## src/rtl/sleep_regulator_defines.vh

```
// Register map, field positions and reset values for the sleep entry block.
// Assumes a 32-bit APB slave; each register takes one aligned word.
`ifndef SLEEP_REGULATOR_DEFINES_VH
`define SLEEP_REGULATOR_DEFINES_VH
`define OFF_REG_SLEEP_CTRL   12'h000
`define OFF_OSC_STATUS       12'h004
`define OFF_CLK_SWITCH       12'h008
`define BIT_RSVD_ONE         0
`define BIT_POWER_MODE       1
`define REG_SLEEP_CTRL_RESET 8'h01
`define OSC_STAT_PLL_READY   0
`define OSC_STAT_HF_READY    1
`define OSC_STAT_SWITCH_BUSY 2
`define CLK_SEL_PLL          0
`define SWITCH_WAIT_CYCLES   8'h10
`endif

```

## src/rtl/sleep_entry_regulator_mode.v

```verilog
// APB register block for sleep entry: oscillator ready flags and regulator sleep mode.
// Assumes APB master on CORE_CLK_I; an internal wait counter times the clock switch, with no completion input.
//
// Contract
// - Status register shows per-oscillator ready flags
// - PLL ready sets once 32 MHz active
// - PLL ready clears once switch off completes
// - Mode bit one: low-power regulator in sleep
// - Mode bit zero: normal-power regulator in sleep
// - Bit zero reads one; software writes one
// - Upper six bits ignore writes, read zero
//
// Our own choices: the placing of the registers and the APB slave port.
`default_nettype none
`include "sleep_regulator_defines.vh"

module sleep_entry_regulator_mode (
  input  wire        CORE_CLK_I,
  input  wire        RST_I,
  input  wire        PSEL_I,
  input  wire        PENABLE_I,
  input  wire        PWRITE_I,
  input  wire [11:0] PADDR_I,
  input  wire [31:0] PWDATA_I,
  output reg  [31:0] PRDATA_O,
  output reg         PREADY_O,
  output reg         PSLVERR_O,
  input  wire        SLEEP_I,
  input  wire        HF_READY_I,
  output reg         PLL_SELECT_O,
  output reg         REG_LOW_POWER_O,
  output reg         IN_SLEEP_O
);

  localparam ST_IDLE = 3'b001;
  localparam ST_ON   = 3'b010;
  localparam ST_OFF  = 3'b100;

  // Reset image of the control register; bit zero is the reserved one
  localparam [7:0] CTRL_RESET = `REG_SLEEP_CTRL_RESET;

  reg         power_mode_ff;
  reg         pll_ready_ff;
  reg         pll_req_ff;
  reg  [2:0]  state_ff;
  reg  [7:0]  wait_ff;
  reg  [2:0]  nxt_state;
  reg  [7:0]  nxt_wait;
  reg         nxt_pll_ready;
  reg  [31:0] rd_data;
  reg         sel_ctrl;
  reg         sel_stat;
  reg         sel_switch;
  wire [31:0] ctrl_image;
  wire [31:0] stat_image;
  wire [31:0] switch_image;
  wire        switch_busy;
  wire        addr_ok;
  wire        access;
  wire        first_access;
  wire        completing;
  wire        wr_done;
  genvar      gi;

  assign access       = PSEL_I & PENABLE_I;
  // First access cycle starts the single wait state
  assign first_access = access & ~PREADY_O;
  // Completion edge: the master samples PREADY_O high here
  assign completing   = access & PREADY_O;
  assign wr_done      = completing & PWRITE_I;

  // Address decode; anything else answers with an error
  always @* begin
    sel_ctrl   = 1'b0;
    sel_stat   = 1'b0;
    sel_switch = 1'b0;
    case (PADDR_I)
      `OFF_REG_SLEEP_CTRL: begin
        sel_ctrl = 1'b1;
      end
      `OFF_OSC_STATUS: begin
        sel_stat = 1'b1;
      end
      `OFF_CLK_SWITCH: begin
        sel_switch = 1'b1;
      end
      default: begin
        sel_ctrl = 1'b0;
      end
    endcase
  end

  assign addr_ok = sel_ctrl | sel_stat | sel_switch;

  // Control register image bit by bit; only bits 1:0 exist
  generate
    for (gi = 0; gi < 32; gi = gi + 1) begin : g_ctrl_bit
      if (gi == `BIT_RSVD_ONE) begin : g_rsvd
        assign ctrl_image[gi] = 1'b1;
      end else if (gi == `BIT_POWER_MODE) begin : g_mode
        assign ctrl_image[gi] = power_mode_ff;
      end else begin : g_unimpl
        assign ctrl_image[gi] = 1'b0;
      end
    end
  endgenerate

  // Busy also covers the cycle before the sequencer leaves idle
  assign switch_busy = ~state_ff[0] | (pll_req_ff ^ pll_ready_ff);

  assign stat_image[`OSC_STAT_PLL_READY]   = pll_ready_ff;
  assign stat_image[`OSC_STAT_HF_READY]    = HF_READY_I;
  assign stat_image[`OSC_STAT_SWITCH_BUSY] = switch_busy;
  assign stat_image[31:3]                  = 29'h0;

  assign switch_image[`CLK_SEL_PLL] = pll_req_ff;
  assign switch_image[31:1]         = 31'h0;

  // Read mux; unmapped addresses read as zero beside the error
  always @* begin
    rd_data = 32'h0000_0000;
    if (sel_ctrl) begin
      rd_data = ctrl_image;
    end else if (sel_stat) begin
      rd_data = stat_image;
    end else if (sel_switch) begin
      rd_data = switch_image;
    end
  end

  // Switch sequencer: ready flag only moves once the new clock is in effect
  always @* begin
    nxt_state     = state_ff;
    nxt_wait      = wait_ff;
    nxt_pll_ready = pll_ready_ff;
    case (state_ff)
      ST_IDLE: begin
        if (pll_req_ff != pll_ready_ff) begin
          nxt_wait  = `SWITCH_WAIT_CYCLES;
          nxt_state = pll_req_ff ? ST_ON : ST_OFF;
        end
      end
      ST_ON: begin
        if (wait_ff == 8'h00) begin
          nxt_pll_ready = 1'b1;
          nxt_state     = ST_IDLE;
        end else begin
          nxt_wait = wait_ff - 8'h01;
        end
      end
      ST_OFF: begin
        if (wait_ff == 8'h00) begin
          nxt_pll_ready = 1'b0;
          nxt_state     = ST_IDLE;
        end else begin
          nxt_wait = wait_ff - 8'h01;
        end
      end
      default: begin
        nxt_state = ST_IDLE;
      end
    endcase
  end

  // Switch sequencer state; the pin mirrors the flag in the same cycle
  always @(posedge CORE_CLK_I) begin
    if (RST_I) begin
      state_ff     <= ST_IDLE;
      wait_ff      <= 8'h00;
      pll_ready_ff <= 1'b0;
      PLL_SELECT_O <= 1'b0;
    end else begin
      state_ff     <= nxt_state;
      wait_ff      <= nxt_wait;
      pll_ready_ff <= nxt_pll_ready;
      PLL_SELECT_O <= nxt_pll_ready;
    end
  end

  // Writes land on the completion edge only
  always @(posedge CORE_CLK_I) begin
    if (RST_I) begin
      power_mode_ff <= CTRL_RESET[`BIT_POWER_MODE];
      pll_req_ff    <= 1'b0;
    end else begin
      if (wr_done & sel_ctrl) begin
        // Bit zero is held at one regardless of what software writes
        power_mode_ff <= PWDATA_I[`BIT_POWER_MODE];
      end
      if (wr_done & sel_switch) begin
        pll_req_ff <= PWDATA_I[`CLK_SEL_PLL];
      end
    end
  end

  // One wait state per transfer: costs a cycle, keeps outputs registered
  always @(posedge CORE_CLK_I) begin
    if (RST_I) begin
      PRDATA_O  <= 32'h0000_0000;
      PREADY_O  <= 1'b0;
      PSLVERR_O <= 1'b0;
    end else begin
      PREADY_O  <= first_access;
      PSLVERR_O <= first_access & ~addr_ok;
      if (first_access & ~PWRITE_I) begin
        PRDATA_O <= rd_data;
      end else begin
        PRDATA_O <= 32'h0000_0000;
      end
    end
  end

  // Sleep honoured regardless; losing the clock mid-switch is software's hazard
  always @(posedge CORE_CLK_I) begin
    if (RST_I) begin
      IN_SLEEP_O      <= 1'b0;
      REG_LOW_POWER_O <= 1'b0;
    end else begin
      IN_SLEEP_O      <= SLEEP_I;
      // Low-power regulator only while asleep; slower wake-up in exchange
      REG_LOW_POWER_O <= SLEEP_I & power_mode_ff;
    end
  end

endmodule // sleep_entry_regulator_mode
`default_nettype wire

```

## config.mk

```make
export PLATFORM = sky130hd
export DESIGN_NAME = sleep_entry_regulator_mode
export DESIGN_NICKNAME = d
export VERILOG_FILES = /design/src/rtl/sleep_entry_regulator_mode.v
export VERILOG_INCLUDE_DIRS = /design/src /design/src/rtl
export SDC_FILE = /design/constraint.sdc
export NUM_CORES = 1
export LEC_CHECK = 0
export BUFFER_PORTS_ARGS = -buffer_cell sky130_fd_sc_hd__buf_2
export CAP_MARGIN = 30
export CORE_MARGIN = 2
export CORE_UTILIZATION = 30
export DETAILED_ROUTE_END_ITERATION = 8
export PLACE_DENSITY = 0.67
export SLEW_MARGIN = 20
export SYNTH_ARGS = -nofsm -noshare
export SYNTH_HDL_FRONTEND = slang
export SYNTH_SLANG_ARGS = --single-unit
export TNS_END_PERCENT = 100
```

## constraint.sdc

```tcl
create_clock -name CORE_CLK_I -period 2.39 [get_ports CORE_CLK_I]
set_input_delay 0.717 -clock CORE_CLK_I [delete_from_list [all_inputs] [get_ports CORE_CLK_I]]
set_output_delay 0.717 -clock CORE_CLK_I [all_outputs]
set_load 0.02 [all_outputs]
```

Yosys cells after proc, flatten, opt, wreduce, memory -nomap -nowiden
Cells that the tools add are included.
Storage, ports and cells
  input port bits: 51
  word-level logic and storage cells: 69
  flip-flop bits (word level): 50
Cells by class
  muxes and demuxes: 16
  add/subtract/negate cells: 1
  reduce and logical (&&, ||, !) cells: 11
  equality and inequality tests: 11
  bitwise logic cells: 18
Operators with widths (number)
  $mux W8: 2
  $pmux W8 S2: 1
  $eq A12 B3 Y1 const B: 1
  $eq A12 B4 Y1 const B: 1
  $logic_not A12 Y1: 1
  $mux W3: 4
  $and A1 B1 Y1: 9
  $logic_not A8 Y1: 1
  $ne A2 B2 Y1 const B: 4
  $sub A8 B1 Y8 const B: 1
  $mux W1: 6
  $pmux W3 S2: 1
  $reduce_and A3 Y1: 2
  $not A1 Y1: 5
  $reduce_bool A2 Y1: 2
  $reduce_or A2 Y1: 2
  $reduce_or A4 Y1: 1
  $eq A3 B1 Y1 const B: 1
  $eq A3 B2 Y1 const B: 1
  $eq A3 B3 Y1 const B: 1
  $or A1 B1 Y1: 3
  $reduce_or A3 Y1: 1
  $mux W2: 1
  $ne A2 B1 Y1 const B: 1
  4 further kinds: 4

Depth between registers and ports, before layout
Gate-level depths: netlist of run 1.
  depth after elaboration: 6
  gate-level depth with buffers: 6

Worst setup path before layout of run 1
OpenSTA, ideal clock, no wires.
  path kind: input-to-reg
  start point: in PADDR_I[9]
  end point: reg power_mode_ff
  buffers on the path: 0
  setup slack: 0.422 ns
  data required time: 2.320 ns
  cell stages on the path: 4
  data arrival time: 1.898 ns
  cell sequence: nor4_1 > nand3_1 > or4b_2 > a21oi_1
Between the ends
  cells in the longest elaborated chain, start to end: 3
RTL lines
  start: declaration: RTL line sleep_entry_regulator_mode.v:23  | input wire [11:0] PADDR_I,
  $logic_not A12 Y1: RTL line sleep_entry_regulator_mode.v:77  | case (PADDR_I)
  $mux W1: RTL line sleep_entry_regulator_mode.v:77
  $and A1 B1 Y1: RTL line sleep_entry_regulator_mode.v:186  | if (wr_done & sel_ctrl) begin
  end signal: assignment: RTL line sleep_entry_regulator_mode.v:183  | power_mode_ff <= CTRL_RESET[`BIT_POWER_MODE];
  end signal: assignment: RTL line sleep_entry_regulator_mode.v:188  | power_mode_ff <= PWDATA_I[`BIT_POWER_MODE];
  end: declaration: RTL line sleep_entry_regulator_mode.v:42  | reg power_mode_ff;
Every way passes these cells.
A chain may end at the register's enable or synchronous reset.

Worst setup path in the final report of run 1
  start point: reg wait_ff[0]
  end point: reg wait_ff[4]
Between the ends
  cells in the longest elaborated chain, start to end: 3
RTL lines
  start: declaration: RTL line sleep_entry_regulator_mode.v:46  | reg [7:0] wait_ff;
  start signal: assignment: RTL line sleep_entry_regulator_mode.v:174  | wait_ff <= nxt_wait;
  $sub A8 B1 Y8 / $logic_not A8 Y1 (equally long branches)
  $mux W8 / $ne A2 B2 Y1 (equally long branches)
  $pmux W8 S2 / $reduce_and A3 Y1 (equally long branches)
Parallel ways exist; a longest one is shown, timed or not. The select of a mux whose other input is x is not followed.

==> results of run 1 <==
## routing by layer
metal / GRT usage (%) / vias to the layer above / wire length (um)
li1: - / 531 / -
met3: 2.273 / 4 / 176
met2: 18.63 / 44 / 1158
met1: 13.96 / 474 / 1038
met5: 0 / - / 0
met4: 5.250 / 0 / 31
## power by group
part           total (uW)  leakage (uW)  internal (uW)  switching (uW)
combinational         135      0.000422           43.9            91.5
sequential            368      0.000170            359            9.84
clock                 235     0.0000228            119             116
## flip-flops by register name (all words and copies together), names as in the netlist
signal           cells
PSLVERR_O            1
wait_ff              8
state_ff             3
PRDATA_O             3
power_mode_ff        1
pll_req_ff           1
REG_LOW_POWER_O      1
pll_ready_ff         1
PREADY_O             1
IN_SLEEP_O           1
## worst paths after layout
path / from / endpoint / slack (ns) / cells past startpoint
worst min register to register: power_mode_ff / power_mode_ff / 0.49 / 2
worst max register to register: wait_ff[0] / wait_ff[4] / 0.48 / 6
worst min-delay path: power_mode_ff / power_mode_ff / 0.49 / 2
worst max-delay path: wait_ff[0] / wait_ff[4] / 0.48 / 6
## metrics by stage
| step | instance area, um2 | power, uW | hold slack, ns | setup WS, ns |
|---|---|---|---|---|
| finish | 1374 | 738.8 | 0.4907 | 0.4802 |
| global route | 1374 | 786.0 | 0.5239 | 0.3456 |
| CTS | 1374 | 749.8 | 0.4998 | 0.4669 |
| detailed placement | 1329 | 512.0 | 0.4893 | 0.2020 |
| global placement | 1329 | 509.8 | 0.4848 | 0.1964 |
| floorplan | 1360 | 511.0 | 0.4520 | 0.4219 |
## final cells by class
| cell class | instances | share of cell area (%) |
|---|---|---|
| clock buffer | 4 | 3.279 |
| timing repair buffer | 29 | 10.75 |
| multi-input combinational | 113 | 47.81 |
| inverter | 11 | 3.005 |
| sequential | 21 | 30.60 |
| tap | 50 | 4.554 |
## critical path, stage by stage, from the launching register on
cell and delay (ns):
dfxtp_1 0.32, inv_1 0.12, ha_1 0.23, or3b_2 0.47, o211ai_1 0.29, and3_1 0.26, a2111oi_0 0.10
## placed cells by master, fill, tap and decap left out, drive strengths merged, types with 3 or more instances in the layout
master | Yosys | routed
nor3b | 3 | 3
inv | 11 | 11
clkbuf | 2 | 4
nand2 | 7 | 7
buf | 31 | 29
nor3 | 5 | 5
or4 | 3 | 3
conb | 1 | 29
a21oi | 10 | 10
or3 | 6 | 6
nor4 | 5 | 5
nor2 | 6 | 6
dfxtp | 21 | 21
o21ai | 3 | 3
o31ai | 3 | 3
or3b | 4 | 4
## logic make-up after synthesis
| kind of cell | synth area share, % |
|---|---|
| AO/OA/AOI/OAI | 13.46 |
| adder cells (fa/ha/maj) | 1.994 |
| buffers and inverters | 22.53 |
| AND/OR/NAND/NOR | 26.02 |
| flip-flops | 33.50 |
| multiplexers | 0.7976 |
| XOR/XNOR | 1.396 |
| other | 0.2988 |
==> key figures, run 1 <==
Power and ir drop
  • Pwr dens: 537.7 mW/mm2
  • Pleak: 0.0006145 uW
  • Peak supply drop: roughly 0.17 mV

Routing
  • Routed WL per cell: 10.55 um
  • Vias per inst: approximately 4.6
  • Final ANT Viol Nets: 0
  • Via Count: 1,053
  • Detailed Routing Iterations Pass 1: 4
  • # DRC: 0
  • DRT iter0 DRCs: between 40 and 50
  • Total Wirelength: 2405 um

Logic synthesis
  • YS warnings: 0
  • Synthesized cell area: 0.001255 mm2
  • Yosys reg bits: 21
  • Asr flop ratio synth: 0%
  • Syn_area_per_cell: 8.366 um2
  • Cells after synthesis: 150
  • Netlist cell types: 41
  • Synth Flop Type: dfxtp_1
  • Most instantiated cells after synthesis: buf_4 (31), dfxtp_1 (21), inv_1 (11)
  • Count leader, synth: buf_4
  • EDFF count, synth: 0
  • Yosys top cell area share: 33.50%
  • Post-synth top area cell: dfxtp_1
  • Seq/Total Area, Yosys: 33.50%
  • Synth top area cells: dfxtp_1 (33%), buf_4 (19%), a21oi_1 (4.0%)

Clock tree
  • CTS root buffer: clkbuf_8
  • CTS H-tree lvls: 1
  • Reg clk slew, reported paths: 0.07 ns
  • Post-CTS setup buffers: 0
  • TritonCTS buffer count: 3
  • CTS sink count: 21
  • Post-cts repair resize count: 0
  • Clock tree from TritonCTS: yes
  • # hold bufs at CTS: 0
  • CTS max path bufs: 2
  • Worst skew pair latency: 0.26 ns

Global route
  • Pin count of the biggest net entering global routing: 12
  • Grt ovf: 0
  • Gr usage total: 11.27%
  • Global-route wire length before repair: 4022 um
  • Initial antenna violation count: 0
  • Vias in the first global route: 931

STA
  • Final-report setup violation count: 0
  • Layout Skew: around 0.0075 ns
  • Highest Clock Rate: 0.5236 GHz
  • Final Cycle Share: 79.91%
  • Setup TNS: 0 ns
  • Clock period minus worst slack: 1.910 ns
  • Unrepaired setup endpoints after global routing: no
  • Final hold vios: 0
  • Final Slew Violations: 0
  • Worst Max-Slew Pin Slew: 0.6025 ns
  • Rel. slew slack: 59.47%

Min path
  • Hold Path Class: flip-flop to flip-flop

Layout
  • Post-Layout Cell Count: roughly 230
  • Area Overhead vs Synth: 9.472%
  • Nets: 232
  • Inserted Diodes: 0
  • Fillcell total: about 430
  • Fraction of layout cells with a size suffix above 1: 21.91%
  • Core Util, Final: 34.34%
  • Storage cell area: 420.4 um2
  • Multi-input gate area: 656.9 um2

Placed design
  • GPL Wtd Cong: between 0.7 and 0.8
  • Inst Count DP: ~220
  • PortBufs: 28
  • Dpl hpwl: approximately 1900 um

Floorplanning
  • Starting Density: a little under a third
  • Die ar.: between 0.004 and 0.005 mm2
  • Die height: 68.68 um
  • I/O Pins: between 80 and 90
  • Die Wd: 68.68 um
  • CORE AREA: between 0.004 and 0.005 mm2
  • # rows: 23

Run status
  • Status: finished, final reports clean

Critical path
  • Critical path fanouts, max: 4
  • Worst endpoint data arrival time: just over 2 ns
  • Required @ worst endpoint: 2.53 ns
  • CP Class: flip-flop to flip-flop
  • CP endpoint kind: flip-flop
  • Critical Path Start Type: flip-flop

Flow run
  • Max-Cap Viols: 0
Note: power is estimated with default switching activity, not from simulation.
==> run 2, diff against run 1 <==
PLACE_DENSITY = 0.69   (was 0.67)
clock period = 1.7 ns   (was 2.39 ns; I/O delays follow)
==> run 2 against run 1 <==
  * The run now ends with negative setup slack left
  * Combinational power up 75%
  * Clock-buffer cell count down 1
  * Register-to-register slack lost 0.50 ns
  * Wire length is 8.9% higher
  * Largest cell class unchanged
==> key figures, run 2 (synthesized netlist as in run 1, its figures left out) <==
Run status
  • Status: finished with violations (was finished, final reports clean)
  • Failing checks: negative setup slack

Critical path
  • Crit path buffers/inverters: 0 (was 1)
  • Critical path fanouts, max: 5 (was 4)
  • CP endpoint kind: flip-flop (unchanged)
  • Slowest stage delay, CP: 0.49 ns (was 0.47 ns)
  • Crit path from: wait_ff[0] (unchanged)
  • Required @ worst endpoint: 1.90 ns (was 2.53 ns)
  • Worst r2r path cells: 4 (was 6)
  • Worst path cell trace: or3_1 -> or3_4 -> or4b_4 -> a21oi_1 (was inv_1 -> ha_1 -> or3b_2 -> o211ai_1 -> and3_1 -> a2111oi_0)
  • Worst endpoint data arrival time: 1.92 ns (was 2.05 ns)
  • Reg-to-Reg End: wait_ff[5] (was wait_ff[4])
  • Critical Path Start Type: flip-flop (unchanged)
  • Crit path max-delay family: simple AND/OR/NAND/NOR gates (unchanged)
  • RR Startpoint: wait_ff[0] (unchanged)
  • Slowest-stage cell, CP: or4b_4 (was or3b_2)
  • R2r setup slk: -0.02 ns (was 0.48 ns)
  • CP Class: flip-flop to flip-flop (unchanged)

Clock tree
  • CTS root buffer: clkbuf_8 (unchanged)
  • Reg clk slew, reported paths: 0.08 ns (was 0.07 ns)
  • CTS H-tree lvls: 1 (unchanged)
  • CTS sink count: 21 (unchanged)
  • Worst skew pair latency: 0.27 ns (was 0.26 ns)
  • Post-CTS setup buffers: 0 (unchanged)
  • Clock tree from TritonCTS: yes (unchanged)
  • TritonCTS buffer count: 3 (unchanged)
  • CTS max path bufs: 2 (unchanged)

STA
  • Clock period minus worst slack: 1.720 ns (was 1.910 ns)
  • Unrepaired setup endpoints after global routing: yes (was no)
  • Final-report setup violation count: 2 (was 0)
  • Setup TNS: -0.02416 ns (was 0 ns)
  • Final hold vios: 0 (unchanged)
  • Setup ws final: -0.02008 ns (was 0.4802 ns)
  • Final Slew Violations: 0 (unchanged)
  • Highest Clock Rate: 0.5814 GHz (was 0.5236 GHz)
  • Layout Skew: 0.003357 ns (was 0.007539 ns)
  • Final Cycle Share: 101.2% (was 79.91%)

Floorplanning
  • Die height: 68.68 um (unchanged)
  • I/O Pins: 88 (unchanged)
  • # rows: 23 (unchanged)
  • CORE AREA: 0.004000 mm2 (unchanged)
  • Die Wd: 68.68 um (unchanged)
  • Starting Density: 31.37% (unchanged)
  • Die ar.: 0.004716 mm2 (unchanged)

Placed design
  • DP Area: 0.001504 mm2 (was 0.001329 mm2)
  • Inst Count DP: 246 (was 224)
  • PortBufs: 28 (unchanged)
  • Dpl hpwl: 2066 um (was 1911 um)
  • GPL Wtd Cong: 0.7569 (was 0.7595)

Layout
  • Max reg flops: 8 (unchanged)
  • Largest regs: wait_ff: 8 flops, PRDATA_O: 3 flops, state_ff: 3 flops (unchanged)
  • Post-Layout Cell Count: 250 (was 228)
  • Final Instance Area: 0.001583 mm2 (was 0.001374 mm2)
  • Largest Register: wait_ff (unchanged)
  • Fraction of layout cells with a size suffix above 1: 34.50% (was 21.91%)
  • Commonest non-fill, non-tap cells in the layout: conb_1 (29), buf_2 (28), buf_4 (23) (was conb_1 (29), buf_2 (28), dfxtp_1 (21))
  • Area Overhead vs Synth: 26.12% (was 9.472%)
  • Core Util, Final: 39.57% (was 34.34%)
  • Inserted Diodes: 0 (unchanged)
  • Most common cell after layout, fill and taps aside: conb_1 (unchanged)
  • Nets: 254 (was 232)

Global route
  • Gr usage total: 11.74% (was 11.27%)
  • Initial antenna violation count: 0 (unchanged)
  • Grt ovf: 0 (unchanged)
  • Pin count of the biggest net entering global routing: 13 (was 12)
  • Global-route wire length before repair: 4202 um (was 4022 um)
  • Vias in the first global route: 1,004 (was 931)

Power and ir drop
  • Internal power: 758.8 uW (was 521.4 uW)
  • Sw Pwr: 328.6 uW (was 217.3 uW)
  • Pwr dens: 687.0 mW/mm2 (was 537.7 mW/mm2)
  • Pwr Total: 1087 uW (was 738.8 uW)
  • Combinational share of power: 21.7% (was 18.3%)
  • Switching share of power: 30.22% (was 29.42%)
  • Clock share of power: 31.3% (was 31.8%)
  • Pleak: 0.0007216 uW (was 0.0006145 uW)
  • Peak supply drop: 0.3169 mV (was 0.1736 mV)
  • Flop pwr share: 47.0% (was 49.9%)

Routing
  • DRT iter0 DRCs: 31 (was 49)
  • Vias per inst: 4.532 (was 4.618)
  • # DRC: 0 (unchanged)
  • Detailed Routing Iterations Pass 1: 4 (unchanged)
  • Routed WL per cell: 10.47 um (was 10.55 um)
  • Final ANT Viol Nets: 0 (unchanged)
  • Via Count: 1,133 (was 1,053)
  • Total Wirelength: 2618 um (was 2405 um)

Min path
  • Hold Path Class: primary input to flip-flop (was flip-flop to flip-flop)
  • HP Start: SLEEP_I (was power_mode_ff)
  • Hold path endpoint: IN_SLEEP_O (was power_mode_ff)
  • WHS Path Cells: 2 (unchanged)

Flow run
  • Max-Cap Viols: 0 (unchanged)
-- run 2: power by group through the flow --
stage	logic, uW	clock network [uW]	registers [uW]
floorplan	189	0	530
global placement	222	0	522
detailed placement	226	0	523
CTS	230	348	511
global route	263	368	513
finish	236	340	511
-- run 2: how the worst max path moves through the flow --
| stage | end | slack [ns] | cells past startpoint |
|---|---|---|---|
| final | wait_ff[5] | -0.02 | 4 |
| after global routing | wait_ff[7] | -0.07 | 4 |
| after CTS | wait_ff[5] | -0.03 | 4 |
| after detailed placement | PRDATA_O[0] | -0.16 | 5 |
| after global placement | PRDATA_O[0] | -0.18 | 5 |
| after floorplan | wait_ff[4] | 0.003 | 6 |
-- run 2: metrics by stage --
stage,hold slack [ns],setup WS (ns)
final,0.4857,-0.02008
after global routing,0.4883,-0.06976
after floorplan,0.4520,0.003097
after CTS,0.4796,-0.02698
after global placement,0.4817,-0.1759
after detailed placement,0.4830,-0.1614
-- run 2: timing repair --
action                     4_1_cts  5_1_grt
hold buffers                     0        0
pin swaps                        5        2
hold endpoints to repair         0        0
resized for setup                2        7
setup endpoints to repair        6       10
-- run 2: metal layers --
metal | track usage [%] | vias up | part of all wire, %
li1 | - | 571 | -
met1 | 14.65 | 517 | 43
met2 | 19.71 | 43 | 49
met3 | 2.435 | 2 | 7.1
met4 | 4.500 | 0 | 1.3
met5 | 0 | - | 0
-- run 2: cell type report --
cell class / instances / area, um2
timing repair buffer: 51 / 312.8
tap: 50 / 62.56
clock buffer: 3 / 41.29
multi-input combinational: 113 / 699.4
clock inverter: 1 / 5.005
sequential: 21 / 420.4
inverter: 11 / 41.29
fill: 424 / 2417
